**src/core/emp_pkg.sv**
```systemverilog
package emp_pkg;
    // Register byte addresses
    localparam logic [7:0] ADDR_CTRL = 8'h00;
    localparam logic [7:0] ADDR_STAT = 8'h04;
    localparam logic [7:0] ADDR_MCFG = 8'h08;
    localparam logic [7:0] ADDR_MCMD = 8'h0c;
    localparam logic [7:0] ADDR_MRD = 8'h10;
    localparam logic [7:0] ADDR_TXD = 8'h14;
    localparam logic [7:0] ADDR_RXD = 8'h18;
    // General status bit positions
    localparam int ST_CRS = 0;
    localparam int ST_COL = 1;
    localparam int ST_MBUSY = 2;
    localparam int ST_TXPEND = 3;
    localparam int ST_RXNEW = 4;
    localparam int ST_RXDV = 10;
    localparam int ST_RXER = 11;
    localparam int ST_RXD3 = 12;
    localparam int ST_RXD1 = 13;
    localparam int ST_RXD2 = 15;
    // AXI responses
    localparam logic [1:0] RESP_OKAY = 2'h0;
    localparam logic [1:0] RESP_DECERR = 2'h3;
    // Management frame
    localparam logic [5:0] MF_LAST_BIT = 6'h3f;
    localparam logic [5:0] MF_TA_BIT = 6'h2e;
    localparam logic [5:0] MF_DATA_BIT = 6'h30;
    localparam logic [31:0] MF_PREAMBLE = 32'hffff_ffff;
    localparam logic [1:0] MF_START = 2'h1;
    localparam logic [1:0] MF_OP_RD = 2'h2;
    localparam logic [1:0] MF_OP_WR = 2'h1;
    localparam logic [1:0] MF_TA_WR = 2'h2;
    localparam logic [9:0] MDC_HALF_MIN = 10'h002;
    localparam logic [2:0] MCFG_RST = 3'h7;

    typedef struct packed {
        logic link_disable_ctrl;
        logic power_down_ctrl;
        logic [1:0] media_select_field;
        logic cable_type_sel;
        logic loopback_ctrl;
        logic alt_transceiver_mode;
        logic serial_codec_mode;
    } emp_ctrl_t;

    typedef struct packed {
        logic txer;
        logic txen;
        logic [3:0] nibble;
    } emp_tx_t;

    typedef struct packed {
        logic op_read;
        logic [4:0] phy;
        logic [4:0] regad;
        logic [15:0] wdata;
    } emp_mcmd_t;

    localparam emp_ctrl_t CTRL_RST = '0;
    localparam emp_tx_t TX_RST = '0;
endpackage

```
**src/core/emp_edge.sv**
```systemverilog
`timescale 1ns/1ps
module emp_edge (
    input wire logic aclk,
    input wire logic aresetn,
    input wire logic level,
    output logic rise
);
    import emp_pkg::*;
    logic prev_q;

    // Pin clocks are sampled like data; one rise per low-to-high step
    always_ff @(posedge aclk) begin
        if (!aresetn) begin
            prev_q <= 1'b0;
        end else begin
            prev_q <= level;
        end
    end
    assign rise = level & ~prev_q;
endmodule

```
**src/core/emp_mdio_eng.sv**
```systemverilog
`timescale 1ns/1ps
module emp_mdio_eng (
    input wire logic aclk,
    input wire logic aresetn,
    input wire logic [2:0] div_sel,
    input wire logic start,
    input wire emp_pkg::emp_mcmd_t cmd,
    input wire logic mdio_i,
    output logic busy,
    output logic [15:0] rdata,
    output logic mdc,
    output logic mdio_o,
    output logic mdio_oe
);
    import emp_pkg::*;
    typedef enum logic {ME_IDLE, ME_RUN} emp_mstate_t;
    emp_mstate_t st_q;
    logic [9:0] cnt_q;
    logic [5:0] bit_q;
    logic [63:0] sr_q;
    logic rd_q;
    logic [9:0] half;
    logic tick;
    logic [63:0] frame;
    logic [5:0] bit_nx;

    assign half = MDC_HALF_MIN << div_sel;
    // A divider change mid-frame must not strand the count past its end
    assign tick = (st_q == ME_RUN) && (cnt_q >= half - 10'h001);
    assign bit_nx = bit_q + 6'h01;
    assign frame = {MF_PREAMBLE, MF_START, cmd.op_read ? MF_OP_RD : MF_OP_WR,
                    cmd.phy, cmd.regad, MF_TA_WR, cmd.wdata};
    assign busy = (st_q == ME_RUN);

    always_ff @(posedge aclk) begin
        if (!aresetn) begin
            st_q <= ME_IDLE;
            cnt_q <= 10'h000;
            bit_q <= 6'h00;
            sr_q <= 64'h0;
            rd_q <= 1'b0;
            rdata <= 16'h0000;
            mdc <= 1'b0;
            mdio_o <= 1'b0;
            mdio_oe <= 1'b0;
        end else begin
            case (st_q)
                ME_IDLE: begin
                    if (start) begin
                        st_q <= ME_RUN;
                        sr_q <= frame;
                        rd_q <= cmd.op_read;
                        bit_q <= 6'h00;
                        cnt_q <= 10'h000;
                        mdio_o <= frame[63];
                        mdio_oe <= 1'b1;
                    end
                end
                ME_RUN: begin
                    cnt_q <= tick ? 10'h000 : cnt_q + 10'h001;
                    if (tick && !mdc) begin
                        mdc <= 1'b1;
                        // PHY drives data after our falling edge
                        if (rd_q && bit_q >= MF_DATA_BIT) begin
                            rdata <= {rdata[14:0], mdio_i};
                        end
                    end else if (tick) begin
                        mdc <= 1'b0;
                        if (bit_q == MF_LAST_BIT) begin
                            st_q <= ME_IDLE;
                            mdio_oe <= 1'b0;
                        end else begin
                            bit_q <= bit_nx;
                            sr_q <= {sr_q[62:0], 1'b0};
                            mdio_o <= sr_q[62];
                            // Let go of the line for turnaround
                            mdio_oe <= !(rd_q && bit_nx >= MF_TA_BIT);
                        end
                    end
                end
                default: st_q <= ME_IDLE;
            endcase
        end
    end
endmodule

```
**src/core/emp_pins.sv**
```systemverilog
`timescale 1ns/1ps
// What this block does
// - Codec mode uses only nibble bit 0
// - Codec mode mdc is loopback XOR alternate
// - Codec mode mdio follows cable type
// - Codec txd3, txd2 follow media select
// - Codec txd1 open collector, inverse power-down
// - Codec txer follows link disable
// - Codec status shows rxd3/2/1 at 12/15/13
// - Codec status shows rxer, rxdv at 11/10
// - MII transmit nibbles change on txclk
// - txen high exactly while nibble valid
// - txer flags errors in transmit stream
// - mdc divided from system clock by selector
// - mdio bidirectional serial, clocked by mdc
module emp_pins (
    input wire logic aclk,
    input wire logic aresetn,
    input wire logic [7:0] s_axi_awaddr,
    input wire logic s_axi_awvalid,
    output logic s_axi_awready,
    input wire logic [31:0] s_axi_wdata,
    input wire logic [3:0] s_axi_wstrb,
    input wire logic s_axi_wvalid,
    output logic s_axi_wready,
    output logic [1:0] s_axi_bresp,
    output logic s_axi_bvalid,
    input wire logic s_axi_bready,
    input wire logic [7:0] s_axi_araddr,
    input wire logic s_axi_arvalid,
    output logic s_axi_arready,
    output logic [31:0] s_axi_rdata,
    output logic [1:0] s_axi_rresp,
    output logic s_axi_rvalid,
    input wire logic s_axi_rready,
    output logic mdc,
    input wire logic mdio_i,
    output logic mdio_o,
    output logic mdio_oe,
    input wire logic txclk,
    output logic [3:0] txd,
    output logic txd1_oe,
    output logic txen,
    output logic txer,
    input wire logic col,
    input wire logic crs,
    input wire logic rxclk,
    input wire logic [3:0] rxd,
    input wire logic rxer,
    input wire logic rxdv
);
    import emp_pkg::*;

    function automatic logic [31:0] mrg(input logic [31:0] old,
                                        input logic [31:0] nw,
                                        input logic [3:0] be);
        logic [31:0] r;
        r = old;
        for (int i = 0; i < 4; i++) begin
            if (be[i]) begin
                r[i*8 +: 8] = nw[i*8 +: 8];
            end
        end
        return r;
    endfunction

    ////////////////////////////////////////////////////////////////////////
    logic [7:0] awaddr_q;
    logic [31:0] wdata_q;
    logic [3:0] wstrb_q;
    logic aw_have_q;
    logic w_have_q;
    emp_ctrl_t ctrl_q;
    emp_tx_t tx_q;
    emp_mcmd_t mcmd_q;
    logic [2:0] mcfg_q;
    logic tx_pend_q;
    logic [3:0] rx_nib_q;
    logic rx_new_q;
    logic mstart_q;

    logic wr_en;
    logic wr_hit;
    logic rd_fire;
    logic rd_hit;
    logic [31:0] stat_w;
    logic [31:0] rd_mux;
    logic codec;
    logic tx_rise;
    logic rx_rise;
    logic rx_take;
    logic rx_clr;
    logic tx_wr;
    logic eng_busy;
    logic [15:0] eng_rdata;
    logic eng_mdc;
    logic eng_mdio_o;
    logic eng_mdio_oe;

    assign codec = ctrl_q.serial_codec_mode;
    assign wr_en = aw_have_q && w_have_q && !s_axi_bvalid;
    assign wr_hit = awaddr_q inside {ADDR_CTRL, ADDR_STAT, ADDR_MCFG,
                    ADDR_MCMD, ADDR_MRD, ADDR_TXD, ADDR_RXD};
    assign rd_fire = s_axi_arvalid && s_axi_arready;
    assign rd_hit = s_axi_araddr inside {ADDR_CTRL, ADDR_STAT, ADDR_MCFG,
                    ADDR_MCMD, ADDR_MRD, ADDR_TXD, ADDR_RXD};
    assign tx_wr = wr_en && awaddr_q == ADDR_TXD;
    assign rx_take = rx_rise && (rxdv || codec);
    assign rx_clr = rd_fire && s_axi_araddr == ADDR_RXD;

    // rxd3/2/1, rxer and rxdv show directly in codec mode; zero otherwise
    always_comb begin
        stat_w = 32'h0;
        stat_w[ST_CRS] = crs;
        stat_w[ST_COL] = col;
        stat_w[ST_MBUSY] = eng_busy;
        stat_w[ST_TXPEND] = tx_pend_q;
        stat_w[ST_RXNEW] = rx_new_q;
        if (codec) begin
            stat_w[ST_RXD3] = rxd[3];
            stat_w[ST_RXD2] = rxd[2];
            stat_w[ST_RXD1] = rxd[1];
            stat_w[ST_RXER] = rxer;
            stat_w[ST_RXDV] = rxdv;
        end
    end

    always_comb begin
        case (s_axi_araddr)
            ADDR_CTRL: rd_mux = {24'h0, ctrl_q};
            ADDR_STAT: rd_mux = stat_w;
            ADDR_MCFG: rd_mux = {29'h0, mcfg_q};
            ADDR_MCMD: rd_mux = {5'h0, mcmd_q};
            ADDR_MRD: rd_mux = {16'h0, eng_rdata};
            ADDR_TXD: rd_mux = {26'h0, tx_q};
            ADDR_RXD: rd_mux = {27'h0, rx_new_q, rx_nib_q};
            default: rd_mux = 32'h0;
        endcase
    end

    ////////////////////////////////////////////////////////////////////////
    // AXI4-Lite write channel; address and data may come in either order
    always_ff @(posedge aclk) begin
        if (!aresetn) begin
            s_axi_awready <= 1'b1;
            s_axi_wready <= 1'b1;
            s_axi_bvalid <= 1'b0;
            s_axi_bresp <= RESP_OKAY;
            aw_have_q <= 1'b0;
            w_have_q <= 1'b0;
            awaddr_q <= 8'h00;
            wdata_q <= 32'h0;
            wstrb_q <= 4'h0;
        end else begin
            if (s_axi_awvalid && s_axi_awready) begin
                awaddr_q <= s_axi_awaddr;
                aw_have_q <= 1'b1;
                s_axi_awready <= 1'b0;
            end
            if (s_axi_wvalid && s_axi_wready) begin
                wdata_q <= s_axi_wdata;
                wstrb_q <= s_axi_wstrb;
                w_have_q <= 1'b1;
                s_axi_wready <= 1'b0;
            end
            if (wr_en) begin
                s_axi_bvalid <= 1'b1;
                s_axi_bresp <= wr_hit ? RESP_OKAY : RESP_DECERR;
                aw_have_q <= 1'b0;
                w_have_q <= 1'b0;
            end
            if (s_axi_bvalid && s_axi_bready) begin
                s_axi_bvalid <= 1'b0;
                s_axi_awready <= 1'b1;
                s_axi_wready <= 1'b1;
            end
        end
    end

    always_ff @(posedge aclk) begin
        if (!aresetn) begin
            s_axi_arready <= 1'b1;
            s_axi_rvalid <= 1'b0;
            s_axi_rdata <= 32'h0;
            s_axi_rresp <= RESP_OKAY;
        end else if (rd_fire) begin
            s_axi_arready <= 1'b0;
            s_axi_rvalid <= 1'b1;
            s_axi_rdata <= rd_mux;
            s_axi_rresp <= rd_hit ? RESP_OKAY : RESP_DECERR;
        end else if (s_axi_rvalid && s_axi_rready) begin
            s_axi_rvalid <= 1'b0;
            s_axi_arready <= 1'b1;
        end
    end

    ////////////////////////////////////////////////////////////////////////
    // Commands written while the engine is busy are dropped
    always_ff @(posedge aclk) begin
        if (!aresetn) begin
            ctrl_q <= CTRL_RST;
            mcfg_q <= MCFG_RST;
            mcmd_q <= '0;
            mstart_q <= 1'b0;
            tx_q <= TX_RST;
        end else begin
            mstart_q <= wr_en && awaddr_q == ADDR_MCMD && !eng_busy;
            if (wr_en && awaddr_q == ADDR_CTRL) begin
                ctrl_q <= emp_ctrl_t'(mrg({24'h0, ctrl_q}, wdata_q,
                                          wstrb_q));
            end
            if (wr_en && awaddr_q == ADDR_MCFG) begin
                mcfg_q <= 3'(mrg({29'h0, mcfg_q}, wdata_q, wstrb_q));
            end
            if (wr_en && awaddr_q == ADDR_MCMD && !eng_busy) begin
                mcmd_q <= emp_mcmd_t'(mrg({5'h0, mcmd_q}, wdata_q,
                                          wstrb_q));
            end
            if (tx_wr) begin
                tx_q <= emp_tx_t'(mrg({26'h0, tx_q}, wdata_q, wstrb_q));
            end
        end
    end

    ////////////////////////////////////////////////////////////////////////
    // Transmit and receive, stepped by sampled PHY clock edges; codec-mode pins follow ctrl_q every cycle
    always_ff @(posedge aclk) begin
        if (!aresetn) begin
            tx_pend_q <= 1'b0;
            rx_new_q <= 1'b0;
            rx_nib_q <= 4'h0;
            txd <= 4'h0;
            txd1_oe <= 1'b1;
            txen <= 1'b0;
            txer <= 1'b0;
        end else begin
            // A fresh write beats a nibble taken in the same cycle
            tx_pend_q <= tx_wr || (tx_pend_q && !tx_rise);
            rx_new_q <= rx_take || (rx_new_q && !rx_clr);
            if (rx_take) begin
                rx_nib_q <= codec ? {3'h0, rxd[0]} : rxd;
            end
            if (tx_rise) begin
                txen <= tx_pend_q && tx_q.txen;
                txd[0] <= tx_pend_q && tx_q.nibble[0];
            end
            if (codec) begin
                txd[3] <= ctrl_q.media_select_field[0];
                txd[2] <= ctrl_q.media_select_field[1];
                // Pin pulled low only; high level comes from pull-up
                txd[1] <= 1'b0;
                txd1_oe <= ctrl_q.power_down_ctrl;
                txer <= ctrl_q.link_disable_ctrl;
            end else begin
                txd1_oe <= 1'b1;
                if (tx_rise) begin
                    txd[3:1] <= tx_pend_q ? tx_q.nibble[3:1] : 3'h0;
                    txer <= tx_pend_q && tx_q.txer;
                end
            end
        end
    end

    // Management pins: engine in MII mode, plain outputs in codec mode
    always_ff @(posedge aclk) begin
        if (!aresetn) begin
            mdc <= 1'b0;
            mdio_o <= 1'b0;
            mdio_oe <= 1'b0;
        end else if (codec) begin
            mdc <= ctrl_q.loopback_ctrl ^ ctrl_q.alt_transceiver_mode;
            mdio_o <= ctrl_q.cable_type_sel;
            mdio_oe <= 1'b1;
        end else begin
            mdc <= eng_mdc;
            mdio_o <= eng_mdio_o;
            mdio_oe <= eng_mdio_oe;
        end
    end

    ////////////////////////////////////////////////////////////////////////
    emp_edge u_txe (
        .aclk(aclk),
        .aresetn(aresetn),
        .level(txclk),
        .rise(tx_rise)
    );
    emp_edge u_rxe (
        .aclk(aclk),
        .aresetn(aresetn),
        .level(rxclk),
        .rise(rx_rise)
    );
    emp_mdio_eng u_eng (
        .aclk(aclk),
        .aresetn(aresetn),
        .div_sel(mcfg_q),
        .start(mstart_q),
        .cmd(mcmd_q),
        .mdio_i(mdio_i),
        .busy(eng_busy),
        .rdata(eng_rdata),
        .mdc(eng_mdc),
        .mdio_o(eng_mdio_o),
        .mdio_oe(eng_mdio_oe)
    );
endmodule

```
**config.mk**
```make
export PLATFORM = sky130hd
export DESIGN_NAME = emp_pins
export DESIGN_NICKNAME = d
export VERILOG_FILES = /design/src/core/emp_pkg.sv /design/src/core/emp_edge.sv /design/src/core/emp_mdio_eng.sv /design/src/core/emp_pins.sv
export SDC_FILE = /design/constraint.sdc
export NUM_CORES = 1
export LEC_CHECK = 0
export ABC_AREA = 1
export BUFFER_PORTS_ARGS = -buffer_cell sky130_fd_sc_hd__buf_2
export CORE_UTILIZATION = 40
export CTS_BUF_LIST = sky130_fd_sc_hd__clkbuf_2
export DETAILED_ROUTE_END_ITERATION = 10
export GPL_TIMING_DRIVEN = 1
export PLACE_DENSITY_LB_ADDON = 0.05
export SYNTH_ARGS = -nofsm -noshare
export SYNTH_HDL_FRONTEND = slang
export SYNTH_SLANG_ARGS = --single-unit
```
**constraint.sdc**
```tcl
create_clock -name aclk -period 2.8 [get_ports aclk]
set_clock_uncertainty 0.15 [all_clocks]
set_input_delay 0 -clock aclk [delete_from_list [all_inputs] [get_ports aclk]]
set_output_delay 0 -clock aclk [all_outputs]
set_load 0.005 [all_outputs]
```
* After elaboration in Yosys (flattened, before gate mapping) *
Index checks and enable logic that the tools add are counted.

operators by class
  mux-type cells = 48
  equal/unequal tests = 17
  reductions and logical operators = 55
  shift-type cells = 1
  add/subtract/negate cells = 3
  bitwise gates (word level) = 7
  $lt $le $gt $ge = 3

operator list
  cell                                                       number
  2-to-1 mux 63 bit                                          4
  case mux 27 bit (7 select lines)                           1
  case mux 63 bit (2 select lines)                           1
  == test 8 x 5 -> 1 bit (second input constant)             6
  == test 8 x 4 -> 1 bit (second input constant)             4
  2-to-1 mux 6 bit                                           4
  logical AND 1 bit                                          23
  2-to-1 mux 1 bit                                           23
  2-to-1 mux 10 bit                                          2
  case mux 10 bit (2 select lines)                           1
  AND reduction 2 bit                                        10
  == test 8 x 3 -> 1 bit (second input constant)             2
  zero test 8 bit                                            2
  nonzero test 7 bit                                         2
  greater-or-equal comparator 6 bit (second input constant)  2
  case mux 6 bit (2 select lines)                            1
  adder 10 x 1 -> 10 bit (second input constant)             1
  greater-or-equal comparator 10 bit                         1
  << shifter 2 x 3 -> 10 bit (first input constant)          1
  subtractor 10 x 1 -> 10 bit (second input constant)        1
  2-to-1 mux 3 bit                                           3
  2-to-1 mux 4 bit                                           2
  inequality test 2 bit (second input constant)              4
  adder 6 x 1 -> 6 bit (second input constant)               1
  12 further kinds                                           32

storage, ports and cells
  bits of input ports = 70
  word-level logic and storage cells = 188
  output and inout bits = 51
  register bits after elaboration = 245

* Logic depth before layout (Yosys ltp) *
  word-level depth = 8
  depth in mapped cells = 16
  depth with buffers taken out = 13

* Hierarchy *
A second synthesis with hierarchy kept.

second synthesis, totals
  cells, all modules = 1463
  area, all modules = 10766.6 um^2

by module, submodules not included
  module        seq. area each (um^2)  instances  cells each  area each (um^2)
  emp_pins      2722.6                 1          748         5547.8
  emp_mdio_eng  2001.9                 1          705         5143.7
  emp_edge      20.0                   2          5           37.5

* Least setup slack after synthesis *
OpenSTA, ideal clock, no wires.

  path type = reg-to-reg
  start = register mcfg_q[2]
  end = register u_eng.bit_q[1]
  arrival time = 1.903 ns
  buffers on the path = 3
  path slack = 0.632 ns
  setup time = 0.115 ns
  period minus slack after synthesis = 2.168 ns
  data required time = 2.535 ns
  stages on the path, launching flop included = 16
  path through = dfxtp_1 > clkbuf_1 > o21ai_0 > ha_1 > nand2_1 > inv_1 > nand2_1 > nand2_1 > nand2_1 > nand3_2 > nand3_2 > nand2_2 > buf_6 > buf_4 > a21oi_1 > nor2_1

between the ends
  longest elaborated chain between the ends = 7
  elaborated cells between the ends (all ways) = 8
  classes of those cells = 1 x add/sub; 1 x order compare; 2 x eq/ne; 1 x shift; 3 x reduce/logical

ends and longest elaborated chain
  item                                    RTL line            text
  from (decl)                             emp_pins.sv:76      logic [2:0] mcfg_q;
  from (signal assigned)                  emp_pins.sv:213     mcfg_q <= 3'(mrg({29'h0, mcfg_q}, wdata_q, wstrb_q));
  << shifter 2 x 3 -> 10 bit *            emp_mdio_eng.sv:27  assign half = MDC_HALF_MIN << div_sel;
  subtractor 10 x 1 -> 10 bit *           emp_mdio_eng.sv:29  assign tick = (st_q == ME_RUN) && (cnt_q >= half - 10'h001);
  greater-or-equal comparator 10 bit *    emp_mdio_eng.sv:29
  logical AND 1 bit *                     emp_mdio_eng.sv:29
  logical AND 1 bit                       emp_mdio_eng.sv:61  if (tick && !mdc) begin
  inequality test 2 bit (no source line)  -
  AND reduction 4 bit (no source line) *  -
  to (signal assigned)                    emp_mdio_eng.sv:73  bit_q <= bit_nx;
  to (decl)                               emp_mdio_eng.sv:19  logic [5:0] bit_q;

Every way passes the cells marked *; elsewhere a longest branch is shown, timed or not.
A chain may end at the register's enable or synchronous reset.

* Final worst setup path *
  start = input s_axi_araddr[7]
  end = register s_axi_rdata[0]

between the ends
  longest elaborated chain between the ends = 2
  elaborated cells between the ends (all ways) = 8
  classes of those cells = 6 x eq/ne; 1 x mux; 1 x reduce/logical

ends and longest elaborated chain
  item                                            RTL line         text
  from (decl)                                     emp_pins.sv:29   input wire logic [7:0] s_axi_araddr,
  == test 8 x 5 -> 1 bit (tied with other cells)  emp_pins.sv:129  case (s_axi_araddr)
  case mux 27 bit (7 select lines) *              emp_pins.sv:129
  to (signal assigned)                            emp_pins.sv:189  s_axi_rdata <= rd_mux;
  to (decl)                                       emp_pins.sv:32   output logic [31:0] s_axi_rdata,

Marked as above.

==> reports/metrics.csv <==
stage;metric;value;unit
clock_tree;cts_root_buffer;clkbuf_2;
floorplanning;dieArea;26010;sq um
synth;syn_area_per_cell;7.222;sq um
route;ant_nets;0;
pwr;power.internal;0.004947;W
pwr;p_per_area;507.1;nW/um^2
timing;final_max_slew_viol_count;0;
synth;yosys_warnings;0;
final_layout;regArea;4770;sq um
clock_tree;clockBufferDepth;3;
floorplanning;chipHeight;161.3;um
timing;finalCritPeriodShare;96.96;%
synth;netlist_area;10150;sq um
pwr;sw_frac_of_total;27.11;%
placed_design;dp_hpwl;17130;um
job;drv_cap;0;
min_path;whs_endpoint;s_axi_wready;
route;via_count;10140;
placed_design;io_buffers;110;
worst_setup_path;crit_family;buffers and inverters;
final_layout;drive_above_1_share;15.33;%
synth;netlist.area_leader.share;46.95;%
worst_setup_path;setup.worst_path.end_class;flip-flop;
route;viasPerCell;4.905;
pwr;clkPwrFrac;38.8;%
global_routing;grt_start_max_net_pins;159;
worst_setup_path;cp.required;3.37;ns
placed_design;gp_congestion;0.8453;
placed_design;placed_cells;1769;
worst_setup_path;cp_common_cell;dlygate4sd3_1;
timing;worst_pin_slew;0.7835;ns
clock_tree;clkTransAtPathRegs;0.10;ns
clock_tree;cts_tree;built;
global_routing;grt_overflow;0;
synth;synthFlopType;dfxtp_1;
worst_setup_path;regToRegStartpoint;codec;
worst_setup_path;critPathKind;input port to flip-flop;
synth;yosysUniqueCellTypes;44;
synth;seq_area_frac_synth;46.95;%
worst_setup_path;worst_setup_path_start_kind;input port;
floorplanning;die_x;161.3;um
timing;fin_crit;2.715;ns
floorplanning;ioPinCount;121;
route;dr.pass1.iters;5;
run_status;status;completed;
pwr;irDropWorstVdd;0.2912;mV
route;drcViolationCount;0;
worst_setup_path;r2r_slack;0.24;ns
timing;relSlewSlack;47.44;%
worst_setup_path;cp_max_fo;7;
clock_tree;cts_buffers;67;
min_path;min_delay_path_depth;6;
synth;async_reset_ff_share;0;%
global_routing;antenna_found_initial;1;
pwr;p_leak;5.626;nW
synth;synth_enable_flop_cells;0;
global_routing;gr-usage-all-layers;22.81;%
final_layout;final_nets;1784;
worst_setup_path;path_cells;dlygate4sd3_1 > buf_2 > nor2_1 > nand3_2 > clkinvlp_4 > nand3_1 > dlygate4sd3_1 > nand2_1 > dlygate4sd3_1 > a21oi_1 > dlygate4sd3_1 > nand2_1 > nand2_1 > a21oi_1;
floorplanning;rows;57;
worst_setup_path;startpoint;s_axi_araddr[7];
worst_setup_path;worst_r2r_endpoint;rx_nib_q[0];
timing;setup-violations-final;0;
global_routing;grt_pass1_vias;9866;
clock_tree;clk-insertion-delay-late;0.79;ns
worst_setup_path;worst_path_max_delay_cell;dlygate4sd3_1;
final_layout;nFillCells;2475;
timing;hold_viol;0;
timing;fin_tns_setup;0;ns
final_layout;instances_no_fill;2067;
floorplanning;initial_core_util;41.24;%
worst_setup_path;slowest_delay;0.57;ns
floorplanning;core-area;24600;sq um
timing;fmax;0.3683;GHz
worst_setup_path;r2r_cells;7;
synth;synth_common_cells;nand2_1, dfxtp_1, a21oi_1;
synth;synth_seq_cells;238;
synth;syn_inst;1405;
route;wl_per_cell;14.04;um
min_path;hold_path.class;input port to flip-flop;
synth;post-synth-top-count-cell;nand2_1;
worst_setup_path;cp_num_buf_inv;6;
min_path;hold_start;s_axi_wvalid;
final_layout;multiInputGateArea;4523;sq um
synth;synth_area_leader_cell;dfxtp_1;
global_routing;grt_pass1_wl;48270;um
pwr;seq_power_share;51.6;%
route;drt_iter0_drc;699;
final_layout;area_growth;31.89;%
route;wl;29030;um
clock_tree;cts.sinks;238;
pwr;p_comb_share;9.6;%
clock_tree;cts_max_level;3;
synth;ys_top_cells_by_area;dfxtp_1, nand2_1, a21oi_1;
worst_setup_path;cp.arrival;3.28;ns
pwr;switching_power;0.001840;W
## stage by stage
step | area, sq um | power (W) | util, % | setup slack (ns) | hold WS [ns]
2_1_floorplan | 10160 | 0.003848 | - | 0.6316 | -0.05655
3_3_place_gp | 10870 | 0.004003 | 44.17 | 0.3150 | 0.04501
3_5_place_dp | 10870 | 0.004007 | 44.17 | 0.2494 | 0.05019
4_1_cts | 13360 | 0.006863 | 54.31 | 0.07194 | 0.06578
5_1_grt | 13380 | 0.007152 | 54.39 | -0.03875 | 0.1662
6_report | 13380 | 0.006787 | 54.39 | 0.08519 | 0.1587
## how the worst max path moves through the flow
stage | end | slack, ns | depth (start not counted)
after floorplan | u_eng.bit_q[1] | 0.63 | 15
after global placement | u_eng.bit_q[4] | 0.31 | 12
after detailed placement | u_eng.sr_q[17] | 0.25 | 12
after CTS | s_axi_rresp[0] | 0.07 | 10
after global routing | s_axi_rdata[1] | -0.04 | 14
final | s_axi_rdata[0] | 0.09 | 14
## worst reg2reg max path, cell delays in order, from the launching register on
cell,delay [ns]
dfxtp_2,0.42
nor2_1,0.10
nor3_1,0.22
inv_1,0.20
o21ai_0,0.18
dlygate4sd3_1,0.56
a21oi_1,0.04
dlygate4sd3_1,0.57
## power by group through the flow
stage                     registers, W  logic [W]  clock network, W
after floorplan                0.00356   0.000287                 0
after global placement         0.00358   0.000428                 0
after detailed placement       0.00358   0.000430                 0
after CTS                      0.00350   0.000638           0.00273
after global routing           0.00351   0.000728           0.00291
final                          0.00350   0.000655           0.00263
## state kept, by name, indices dropped and copies added, names as in the netlist, 6 cells and up
signal / count
mcmd_q: 27
u_eng.cnt_q: 10
u_eng.rdata: 16
ctrl_q: 7
tx_q: 6
awaddr_q: 8
s_axi_rdata: 27
u_eng.bit_q: 6
u_eng.sr_q: 63
wdata_q: 27
## cell type report
class	count	area share [%]
clock inverter	10	0.8788
tap	324	3.029
inverter	114	3.226
antenna	1	0.01870
clock buffer	97	3.628
timing repair buffer	320	19.78
multi-input combinational	963	33.80
sequential	238	35.64
## per-layer routing
| metal | global-route usage (%) | vias to the layer above | part of all wire (%) |
|---|---|---|---|
| li1 | - | 5228 | - |
| met1 | 30.81 | 4617 | 48 |
| met2 | 36.52 | 247 | 45 |
| met3 | 4.468 | 47 | 5.3 |
| met4 | 7.333 | 0 | 1.6 |
| met5 | 0 | - | 0 |
## repair_timing
item / 4_1_cts / 5_1_grt
endpoints found under the hold margin: 238 / 0
endpoints found under the setup margin: 0 / 36
buffers inserted: 0 / 3
hold buffers: 189 / 0
resized for setup: 0 / 6
## cells in the final DEF (no fill, tap or decap), drive strengths merged, types with 6 or more instances in the layout
| cell type | count |
|---|---|
| clkinv | 6 |
| o21ai | 152 |
| nand2 | 266 |
| nor3 | 11 |
| inv | 114 |
| clkbuf | 97 |
| dlygate4sd3 | 187 |
| nand4 | 6 |
| ha | 10 |
| dfxtp | 238 |
| a21oi | 191 |
| nand3 | 110 |
| buf | 133 |
| nor2 | 178 |
## kinds of logic after synthesis
logic type,after synthesis,synth area share (%)
and+or+nand+nor,579,24.09
AOI/OAI and AO/OA,366,18.61
buffers and inverters,208,8.816
adders and majority gates,10,1.233
xor gates and xnor gates,3,0.2590
DFF,238,46.95
other,1,0.03696
(Power assumes the default switching activity.)
